### config.mk
export PLATFORM = sky130hd
export DESIGN_NAME = mpc_pwm_counter
export DESIGN_NICKNAME = d
export VERILOG_FILES = /design/src/verilog/mpc_prescaler.v /design/src/verilog/mpc_pwm_counter.v
export VERILOG_INCLUDE_DIRS = /design/src /design/src/verilog
export SDC_FILE = /design/constraint.sdc
export NUM_CORES = 1
export LEC_CHECK = 0
export BUFFER_PORTS_ARGS = -buffer_cell sky130_fd_sc_hd__clkbuf_2
export CAP_MARGIN = 20
export CORE_MARGIN = 1.5
export CORE_UTILIZATION = 58
export CTS_BUF_LIST = sky130_fd_sc_hd__clkbuf_8
export DETAILED_ROUTE_END_ITERATION = 6
export PLACE_DENSITY = 0.79
export SLEW_MARGIN = 20
export SYNTH_ARGS = -nofsm -noshare
export SYNTH_HDL_FRONTEND = slang
export SYNTH_SLANG_ARGS = --single-unit
### constraint.sdc
create_clock -name i_mclk -period 3.56 [get_ports i_mclk]
set_clock_uncertainty 0.05 [all_clocks]
set_input_delay 0.178 -clock i_mclk [delete_from_list [all_inputs] [get_ports i_mclk]]
set_output_delay 0.178 -clock i_mclk [all_outputs]
set_load 0.005 [all_outputs]
### src/verilog/mpc_defs.vh
// register map, field positions and reset values of the pwm counter
// included by the pwm counter design file; definitions only
`ifndef MPC_DEFS_VH
`define MPC_DEFS_VH

// register offsets (index on the 8-bit register port)
`define MPC_OFF_CONTROL 4'h0
`define MPC_OFF_DUTY0_LOW 4'h1
`define MPC_OFF_DUTY0_HIGH 4'h2
`define MPC_OFF_DUTY1_LOW 4'h3
`define MPC_OFF_DUTY1_HIGH 4'h4
`define MPC_OFF_DUTY2_LOW 4'h5
`define MPC_OFF_DUTY2_HIGH 4'h6
`define MPC_OFF_PERIOD_LOW 4'h7
`define MPC_OFF_PERIOD_HIGH 4'h8
`define MPC_OFF_COUNT_LOW 4'h9
`define MPC_OFF_COUNT_HIGH 4'ha
`define MPC_OFF_IRQ_STATUS 4'hb
`define MPC_OFF_IRQ_MASK 4'hc

// control register fields
`define MPC_CTL_RELOAD 0
`define MPC_CTL_IRQSEL_LO 1
`define MPC_CTL_IRQSEL_HI 2
`define MPC_CTL_RUN 3
`define MPC_CTL_DIV_LO 4
`define MPC_CTL_DIV_HI 5
`define MPC_CTL_ALIGN_LO 6
`define MPC_CTL_ALIGN_HI 7

// interrupt status bits
`define MPC_IRQ_UNDERFLOW 0
`define MPC_IRQ_DUTY_UP 1
`define MPC_IRQ_DUTY_DOWN 2
`define MPC_IRQ_BITS 3

// reset values
`define MPC_RST_BYTE 8'h00
`define MPC_RST_WORD 10'h000

`endif

### src/verilog/mpc_prescaler.v
// pwm clock prescaler: one-cycle tick at source rate divided by 1, 2, 4 or 8
// assumes i_run low holds the divider at zero so a restart is aligned
`timescale 1ns/100ps

module mpc_prescaler (
  input wire i_mclk, // source clock
  input wire i_reset, // synchronous reset, high
  input wire i_run, // counting enabled
  input wire [1:0] i_div, // division code
  output reg o_tick // one-cycle counter enable
);

reg [2:0] div_cnt_reg;
reg [2:0] div_cnt_next;
wire [2:0] div_last;

assign div_last = (3'h1 << i_div) - 3'h1;

always @* begin
  div_cnt_next = div_cnt_reg + 3'h1;
  if (div_cnt_reg >= div_last) begin
    div_cnt_next = 3'h0;
  end
end

always @(posedge i_mclk) begin
  if (i_reset || !i_run) begin
    div_cnt_reg <= 3'h0;
    o_tick <= 1'b0;
  end else begin
    div_cnt_reg <= div_cnt_next;
    o_tick <= (div_cnt_reg >= div_last);
  end
end

endmodule

### src/verilog/mpc_pwm_counter.v
// 10-bit three-channel motor pwm counter with register port and interrupt
// assumes a register master on i_mclk; i_mclk is the pwm source clock
`timescale 1ns/100ps
`include "mpc_defs.vh"

module mpc_pwm_counter (
  input wire i_mclk, // pwm source clock, 40 MHz
  input wire i_reset, // synchronous reset, high
  input wire [3:0] i_addr, // register offset
  input wire [7:0] i_wdata, // write data
  input wire i_wr, // write strobe
  input wire i_rd, // read strobe
  output reg [7:0] o_rdata, // read data, cycle after i_rd
  output reg [2:0] o_modulated_output, // channel pwm outputs
  output reg o_irq // level interrupt
);

localparam ALIGN_EDGE = 2'h0;
localparam ALIGN_CENTRE1 = 2'h2;
localparam ALIGN_CENTRE2 = 2'h3;

////////////////////////////////////////////////////////////////
// registers

reg [7:0] control_reg;
reg [9:0] period_value_reg;
reg [9:0] duty_value_ch0_reg;
reg [9:0] duty_value_ch1_reg;
reg [9:0] duty_value_ch2_reg;
reg [9:0] act_period_reg;
reg [9:0] act_duty0_reg;
reg [9:0] act_duty1_reg;
reg [9:0] act_duty2_reg;
reg [9:0] count_reg;
reg down_reg;
reg [2:0] irq_status_reg;
reg [2:0] irq_mask_reg;
reg reload_clr_reg;

wire counter_run;
wire [1:0] counter_clock_div;
wire [1:0] align_mode_sel;
wire [1:0] centre_duty_irq_sel;
wire reload_request;
wire centre;
wire tick;
wire wr_ctl;
wire rd_status;
wire underflow;
wire load_now;
wire duty_hit;
wire [2:0] irq_set;
reg [9:0] count_next;
reg down_next;

assign counter_run = control_reg[`MPC_CTL_RUN];
assign counter_clock_div = control_reg[`MPC_CTL_DIV_HI:`MPC_CTL_DIV_LO];
assign align_mode_sel = control_reg[`MPC_CTL_ALIGN_HI:`MPC_CTL_ALIGN_LO];
assign centre_duty_irq_sel = control_reg[`MPC_CTL_IRQSEL_HI:`MPC_CTL_IRQSEL_LO];
assign reload_request = control_reg[`MPC_CTL_RELOAD];
assign centre = align_mode_sel[1];
assign wr_ctl = i_wr && (i_addr == `MPC_OFF_CONTROL);
assign rd_status = i_rd && (i_addr == `MPC_OFF_IRQ_STATUS);

////////////////////////////////////////////////////////////////
// prescaler

mpc_prescaler u_prescaler (
  .i_mclk(i_mclk),
  .i_reset(i_reset),
  .i_run(counter_run),
  .i_div(counter_clock_div),
  .o_tick(tick)
);

////////////////////////////////////////////////////////////////
// register writes

always @(posedge i_mclk) begin
  if (i_reset) begin
    control_reg <= `MPC_RST_BYTE;
    period_value_reg <= `MPC_RST_WORD;
    duty_value_ch0_reg <= `MPC_RST_WORD;
    duty_value_ch1_reg <= `MPC_RST_WORD;
    duty_value_ch2_reg <= `MPC_RST_WORD;
    irq_mask_reg <= 3'h0;
  end else begin
    if (wr_ctl) begin
      control_reg <= i_wdata;
    end else if (reload_clr_reg) begin
      control_reg[`MPC_CTL_RELOAD] <= 1'b0;
    end
    if (i_wr) begin
      case (i_addr)
        `MPC_OFF_DUTY0_LOW: duty_value_ch0_reg[7:0] <= i_wdata;
        `MPC_OFF_DUTY0_HIGH: duty_value_ch0_reg[9:8] <= i_wdata[1:0];
        `MPC_OFF_DUTY1_LOW: duty_value_ch1_reg[7:0] <= i_wdata;
        `MPC_OFF_DUTY1_HIGH: duty_value_ch1_reg[9:8] <= i_wdata[1:0];
        `MPC_OFF_DUTY2_LOW: duty_value_ch2_reg[7:0] <= i_wdata;
        `MPC_OFF_DUTY2_HIGH: duty_value_ch2_reg[9:8] <= i_wdata[1:0];
        `MPC_OFF_PERIOD_LOW: period_value_reg[7:0] <= i_wdata;
        `MPC_OFF_PERIOD_HIGH: period_value_reg[9:8] <= i_wdata[1:0];
        `MPC_OFF_IRQ_MASK: irq_mask_reg <= i_wdata[2:0];
        default: irq_mask_reg <= irq_mask_reg;
      endcase
    end
  end
end

////////////////////////////////////////////////////////////////
// counter

// underflow: counter back at zero at the end of a pwm cycle
assign underflow = tick && (centre ? (down_reg && count_reg <= 10'h001)
                                   : (count_reg >= act_period_reg));
assign load_now = underflow && reload_request;

always @* begin
  count_next = count_reg;
  down_next = down_reg;
  if (!centre) begin
    down_next = 1'b0;
    if (count_reg >= act_period_reg) begin
      count_next = 10'h000;
    end else begin
      count_next = count_reg + 10'h001;
    end
  end else if (!down_reg) begin
    if (count_reg >= act_period_reg) begin
      down_next = 1'b1;
      count_next = (count_reg == 10'h000) ? 10'h000 : count_reg - 10'h001;
    end else begin
      count_next = count_reg + 10'h001;
    end
  end else begin
    if (count_reg <= 10'h001) begin
      count_next = 10'h000;
      down_next = 1'b0;
    end else begin
      count_next = count_reg - 10'h001;
    end
  end
end

always @(posedge i_mclk) begin
  if (i_reset) begin
    count_reg <= `MPC_RST_WORD;
    down_reg <= 1'b0;
    act_period_reg <= `MPC_RST_WORD;
    act_duty0_reg <= `MPC_RST_WORD;
    act_duty1_reg <= `MPC_RST_WORD;
    act_duty2_reg <= `MPC_RST_WORD;
    reload_clr_reg <= 1'b0;
  end else begin
    reload_clr_reg <= load_now;
    if (!counter_run) begin
      count_reg <= `MPC_RST_WORD;
      down_reg <= 1'b0;
    end else if (tick) begin
      count_reg <= count_next;
      down_reg <= down_next;
    end
    if (load_now) begin
      act_period_reg <= period_value_reg;
      act_duty0_reg <= duty_value_ch0_reg;
      act_duty1_reg <= duty_value_ch1_reg;
      act_duty2_reg <= duty_value_ch2_reg;
    end
  end
end

////////////////////////////////////////////////////////////////
// outputs and interrupt

// duty match on a counter step in centre mode
assign duty_hit = tick && centre && (count_next == act_duty0_reg);
assign irq_set[`MPC_IRQ_UNDERFLOW] = underflow;
assign irq_set[`MPC_IRQ_DUTY_UP] = duty_hit && !down_next && centre_duty_irq_sel[0];
assign irq_set[`MPC_IRQ_DUTY_DOWN] = duty_hit && down_next && centre_duty_irq_sel[1];

always @(posedge i_mclk) begin
  if (i_reset) begin
    o_modulated_output <= 3'h0;
    irq_status_reg <= 3'h0;
    o_irq <= 1'b0;
  end else begin
    if (!counter_run) begin
      o_modulated_output <= 3'h0;
    end else begin
      o_modulated_output[0] <= (count_reg < act_duty0_reg);
      o_modulated_output[1] <= (count_reg < act_duty1_reg);
      o_modulated_output[2] <= (count_reg < act_duty2_reg);
    end
    // set wins over the read clear
    irq_status_reg <= (rd_status ? 3'h0 : irq_status_reg) | irq_set;
    o_irq <= |(((rd_status ? 3'h0 : irq_status_reg) | irq_set) & irq_mask_reg);
  end
end

////////////////////////////////////////////////////////////////
// register reads

always @(posedge i_mclk) begin
  if (i_reset) begin
    o_rdata <= `MPC_RST_BYTE;
  end else if (i_rd) begin
    case (i_addr)
      `MPC_OFF_CONTROL: o_rdata <= control_reg;
      `MPC_OFF_DUTY0_LOW: o_rdata <= duty_value_ch0_reg[7:0];
      `MPC_OFF_DUTY0_HIGH: o_rdata <= {6'h00, duty_value_ch0_reg[9:8]};
      `MPC_OFF_DUTY1_LOW: o_rdata <= duty_value_ch1_reg[7:0];
      `MPC_OFF_DUTY1_HIGH: o_rdata <= {6'h00, duty_value_ch1_reg[9:8]};
      `MPC_OFF_DUTY2_LOW: o_rdata <= duty_value_ch2_reg[7:0];
      `MPC_OFF_DUTY2_HIGH: o_rdata <= {6'h00, duty_value_ch2_reg[9:8]};
      `MPC_OFF_PERIOD_LOW: o_rdata <= period_value_reg[7:0];
      `MPC_OFF_PERIOD_HIGH: o_rdata <= {6'h00, period_value_reg[9:8]};
      `MPC_OFF_COUNT_LOW: o_rdata <= count_reg[7:0];
      `MPC_OFF_COUNT_HIGH: o_rdata <= {6'h00, count_reg[9:8]};
      `MPC_OFF_IRQ_STATUS: o_rdata <= {5'h00, irq_status_reg};
      `MPC_OFF_IRQ_MASK: o_rdata <= {5'h00, irq_mask_reg};
      default: o_rdata <= 8'h00;
    endcase
  end else begin
    o_rdata <= 8'h00;
  end
end

endmodule

-- Word level (Yosys, flattened, before mapping)
Cells that the tools add are included.
W data, S select, Z words.
- register bits after elaboration: 122
- input port bits: 16
- output and inout port bits: 12
- memories: 0
- bits in latches: 0
- ROM bits: 0
- RAM bits: 0
- reduce and logical (&&, ||, !) cells: 30
- shift operators: 1
- $mul: 0
- equality and inequality tests: 13
- magnitude comparators: 6
- bitwise logic cells: 4
- add/subtract/negate cells: 4
- multiplexer cells: 15
- div/mod/pow operators: 0
- operators with widths (operator ; count):
    $pmux W8 S13 ; 1
    $mux W10 ; 6
    $lt A10 B10 Y1 ; 3
    $eq A4 B4 Y1 const B ; 5
    $reduce_and A2 Y1 ; 9
    $eq A4 B3 Y1 const B ; 4
    $logic_and A1 B1 Y1 ; 11
    $add A10 B1 Y10 const B ; 1
    $eq A10 B10 Y1 ; 1
    $ge A10 B10 Y1 ; 1
    $le A10 B1 Y1 const B ; 1
    $logic_not A10 Y1 ; 1
    $sub A10 B1 Y10 const B ; 1
    $eq A4 B2 Y1 const B ; 2
    $mux W1 ; 7
    $reduce_or A2 Y1 ; 3
    $eq A4 B1 Y1 const B ; 1
    $logic_not A4 Y1 ; 1
    $add A3 B1 Y3 const B ; 1
    $and A3 B3 Y3 ; 1
    $ge A3 B3 Y1 ; 1
    $mux W3 ; 1
    $or A3 B3 Y3 ; 1
    $reduce_or A3 Y1 ; 1
    other kinds (6) ; 8

-- Logic depth before layout (Yosys ltp)
- word-level depth: 12
- depth in mapped cells: 13

-- By module
A second synthesis with hierarchy kept.
- cell total of the unflattened synthesis: 852
- area total of the unflattened synthesis: 6930.4 um^2
- modules (own cells, without submodules) (module ; area an instance (um^2) ; cells an instance ; times used):
    mpc_pwm_counter ; 6701.4 ; 829 ; 1
    mpc_prescaler ; 229.0 ; 23 ; 1

-- Least setup slack after synthesis
Ideal clock, no wire load.
- path kind: reg-to-reg
- from: register count_reg[1]
- to: register irq_status_reg[1]
- path buffers: 0
- period minus slack after synthesis: 3.323 ns
- cell stages (with the launch flop): 12
- arrival: 3.186 ns
- setup slack: 0.237 ns
- cells stage by stage: dfxtp_1 inv_1 ha_1 or3b_4 o41a_1 a31o_1 and2_4 a221o_1 a211o_1 a2111o_1 a2111o_1 o31ai_1
- longest elaborated chain between the ends: 10
- elaborated cells between the ends (all ways): 21
- those cells by class: add/sub (2); order compare (2); eq/ne (1); mux (10); bitwise (1); reduce/logical (5)
- ends and longest elaborated chain (what ; line ; text):
    start: declaration ; mpc_pwm_counter.v:34 ; reg [9:0] count_reg;
    start signal: assignment ; mpc_pwm_counter.v:147 ; count_reg <= `MPC_RST_WORD;
    start signal: assignment ; mpc_pwm_counter.v:157 ; count_reg <= `MPC_RST_WORD;
    start signal: assignment ; mpc_pwm_counter.v:160 ; count_reg <= count_next;
    $sub A10 B1 Y10 or $logic_not A10 Y1 (tied branches) ; mpc_pwm_counter.v:131, mpc_pwm_counter.v:140 ;
    $mux W10 ; mpc_pwm_counter.v:131 ; count_next = (count_reg == 10'h000) ? 10'h000 : count_reg - 10'h001;
    $mux W10 ; mpc_pwm_counter.v:129 ; if (count_reg >= act_period_reg) begin
    $mux W10 ; mpc_pwm_counter.v:128 ; end else if (!down_reg) begin
    $mux W10 ; mpc_pwm_counter.v:121 ; if (!centre) begin
    $eq A10 B10 Y1 ; mpc_pwm_counter.v:176 ; assign duty_hit = tick && centre && (count_next == act_duty0_reg);
    $logic_and A1 B1 Y1 ; mpc_pwm_counter.v:176 ;
    $logic_and A1 B1 Y1 * (2 in series) ; mpc_pwm_counter.v:178 ; assign irq_set[`MPC_IRQ_DUTY_UP] = duty_hit && !down_next && centre_duty_irq_sel[0];
    $or A3 B3 Y3 * ; mpc_pwm_counter.v:195 ; irq_status_reg <= (rd_status ? 3'h0 : irq_status_reg) | irq_set;
    end signal: assignment ; mpc_pwm_counter.v:195 ;
    end: declaration ; mpc_pwm_counter.v:36 ; reg [2:0] irq_status_reg;
Every way passes the cells marked *; elsewhere a longest branch is shown, timed or not.
A chain may end at the register's enable or synchronous reset.

-- Final worst setup path
- from: register count_reg[0]
- to: register o_irq
- longest elaborated chain between the ends: 12
- elaborated cells between the ends (all ways): 28
- those cells by class: add/sub (2); order compare (2); eq/ne (1); mux (11); bitwise (2); reduce/logical (10)
- ends and longest elaborated chain (what ; line ; text):
    $sub A10 B1 Y10 or $logic_not A10 Y1 (tied branches) ; mpc_pwm_counter.v:131, mpc_pwm_counter.v:140 ;
    $mux W10 ; mpc_pwm_counter.v:131 ;
    $mux W10 ; mpc_pwm_counter.v:129 ;
    $mux W10 ; mpc_pwm_counter.v:128 ;
    $mux W10 ; mpc_pwm_counter.v:121 ;
    $eq A10 B10 Y1 ; mpc_pwm_counter.v:176 ;
    $logic_and A1 B1 Y1 ; mpc_pwm_counter.v:176 ;
    $logic_and A1 B1 Y1, on equally long branches (2 in series) ; mpc_pwm_counter.v:178, mpc_pwm_counter.v:179 ;
    $or A3 B3 Y3 * ; mpc_pwm_counter.v:196 ; o_irq <= |(((rd_status ? 3'h0 : irq_status_reg) | irq_set) & irq_mask_reg);
    $and A3 B3 Y3 * ; mpc_pwm_counter.v:196 ;
    $reduce_or A3 Y1 * ; mpc_pwm_counter.v:196 ;
    end signal: assignment ; mpc_pwm_counter.v:196 ;
    end: declaration ; mpc_pwm_counter.v:15 ; output reg o_irq
Marked as above.

==> results.json <==
{
  "outcome": "complete, no violations",
  "overflow": 0,
  "cp_num_buf_inv": 1,
  "syn_inst": 852,
  "ys_warn_count": 0,
  "drt_pass1_iterations": 6,
  "worst_pin_slew_ns": 0.950,
  "wirelength_um": 21200,
  "viasPerCell": 6.28,
  "num_vias": 6518,
  "layout.cells.non_filler": 1038,
  "period_minus_slack_ns": 3.45,
  "cts_root_buf": "clkbuf_8",
  "die_w_um": 111,
  "final_area_mm2": 0.00758,
  "r2r_slack_ns": 0.11,
  "drc": 0,
  "grt_pass1_vias": 6109,
  "cellPowerDensity_mw_per_mm2": 357,
  "max_freq_mhz": 290,
  "dieArea_mm2": 0.0123,
  "cts_tree": "built",
  "nets": 943,
  "start_kind": "flip-flop",
  "placed_cell_area_mm2": 0.00712,
  "hold_viol": 0,
  "hold_start": "i_wdata[2]",
  "gp_congestion": 0.969,
  "worstSetupPathType": "flip-flop to flip-flop",
  "grt_max_degree": 60,
  "ioPinCount": 28,
  "antenna_cells": 0,
  "synth_cell_type_count": 64,
  "setup_viol": 0,
  "ir_drop_mv": 0.440,
  "netlist_area_mm2": 0.00674,
  "maxCapViolations": 0,
  "cts_buffers": 17,
  "ys.flop_type": "dfxtp_1",
  "crit_path_top_delay_cell": "or3b_4",
  "critical_path.top_delay_family": "compound AO/OA/AOI/OAI gates",
  "row_count": 39,
  "synthArstFlopShare": 0,
  "placed_cells": 1001,
  "drive_above_1_share": 0.124,
  "relSlewSlack": 0.367,
  "grt_use_met2": 0.560,
  "dpl.hpwl_um": 15300,
  "yosysSeqAreaShare": 0.362,
  "core_mm2": 0.0114,
  "grt_pass1_wl_um": 34000,
  "power_leakage_nw": 2.88,
  "portBuffers": 27,
  "syn_nets": 912,
  "crit_required_ns": 3.87,
  "cp_cell_sequence": "inv_1, ha_1, or3b_4, o41a_1, a31o_1, and2_4, a221o_1, a211o_1, a2111o_1, a2111o_1, o31ai_2",
  "synth_edf_count": 0,
  "path_depth": 11,
  "worst_hold_path_type": "input pin to flip-flop",
  "cpPeakStageDelay_ns": 0.41,
  "slew_viol_final": 0,
  "cp.arrival_ns": 3.76,
  "rr_startpoint": "count_reg[0]",
  "met3_usage": 0.0678,
  "synthToLayoutAreaGrowth_pct": 12.4,
  "finalCritPeriodShare": 0.968,
  "synth.ff_latch_count": 122,
  "use_met1": 0.491,
  "drtIter0Drc": 840,
  "syn_avg_cell_area_um2": 7.92,
  "cts_buffer_depth": 2,
  "cp-end-kind": "flip-flop",
  "htreeDepth": 4,
  "power_w": 0.00270,
  "ant_nets": 0,
  "hold_path_depth": 3,
  "final_common_cell": "nand2_1",
  "cp_max_fo": 4,
  "fp.dieH_um": 111,
  "grt.busiest_layer": "met2",
  "r2r_end": "o_irq",
  "track_usage": 0.356,
  "antenna_found_initial": 0,
  "wl_per_cell_um": 20.5,
  "path_clk_slew_ns": 0.07,
  "clock-sinks": 122,
  "clock_latency_ns": 0.45,
  "whs_endpoint": "duty_value_ch1_reg[2]",
  "layout_common_cells": "134 x nand2_1, 122 x dfxtp_1, 97 x nor2_1, 80 x a21oi_1, 49 x inv_1",
  "cp_common_cell": "a2111o_1",
  "start_util": 0.593,
  "reg2regPathDepth": 11
}
==> layout make-up <==
type	count	area, um^2
multi-input combinational	629	3940
clock buffer	18	248
tap	143	179
clock inverter	13	130
fill	973	3790
timing repair buffer	65	458
inverter	48	180
sequential	122	2440
==> worst register-to-register path: stages (launching register included) <==
cell,delay [ns]
dfxtp_1,0.32
inv_1,0.12
ha_1,0.18
or3b_4,0.41
o41a_1,0.31
a31o_1,0.22
and2_4,0.16
a221o_1,0.32
a211o_1,0.30
a2111o_1,0.36
a2111o_1,0.35
o31ai_2,0.26
==> stage by stage <==
stage | setup TNS [ns] | setup WS (ns) | hold WS [ns] | util
floorplan | 0 | 0.237 | 0.264 | -
global route | -0.0224 | -0.0138 | 0.0154 | 0.667
global placement | 0 | 0.256 | 0.377 | 0.627
finish | 0 | 0.115 | 0.0253 | 0.667
detailed placement | 0 | 0.120 | 0.393 | 0.627
CTS | 0 | 0.0680 | 0.00413 | 0.664
==> power breakdown <==
group | internal (W) | switching, W | total (W)
clock | 0.000627 | 0.000574 | 0.00120
sequential | 0.00137 | 0.00000775 | 0.00138
combinational | 0.0000352 | 0.0000879 | 0.000123
total | 0.00203 | 0.000670 | 0.00270
==> cell families (layout without fill, tap and decap cells) <==
group           Yosys count  count (layout)  share of synthesized area
compound gates          195             195                      0.186
xor+xnor                 11              11                     0.0143
fa+ha+maj                44              44                     0.0816
buf+inv                 101             144                     0.0566
flops                   122             122                      0.362
mux                      55              55                     0.0881
simple gates            324             324                      0.211
==> synth_stat cells, types with 14 or more instances <==
library cell,instances,area share
nor2_1,98,0.055
mux2i_1,47,0.070
o21ai_0,21,0.016
inv_1,48,0.027
nand3_1,25,0.019
a21o_1,22,0.024
a21oi_1,81,0.060
ha_1,44,0.082
a22oi_1,14,0.016
nand2_1,135,0.075
clkbuf_1,50,0.028
dfxtp_1,122,0.36
==> metal layers <==
layer,up-vias,wire length (um)
li1,3008,-
met1,3079,9070
met2,376,9590
met3,55,1960
met4,0,624
met5,-,0
==> worst max path at each step <==
stage / startpoint / to / slack [ns]
5_1_grt: act_period_reg[9] / irq_status_reg[2] / -0.01
3_3_place_gp: act_period_reg[9] / irq_status_reg[1] / 0.26
3_5_place_dp: act_period_reg[9] / o_irq / 0.12
6_report: count_reg[0] / o_irq / 0.11
2_1_floorplan: count_reg[1] / irq_status_reg[1] / 0.24
4_1_cts: act_period_reg[9] / o_irq / 0.07
==> repair_timing <==
action                                  CTS  global route
endpoints found under the setup margin    0             3
endpoints found under the hold margin     8             0
resized for setup                         0             5
hold buffers                              5             0
setup buffers                             0             1
(Power assumes the default switching activity.)
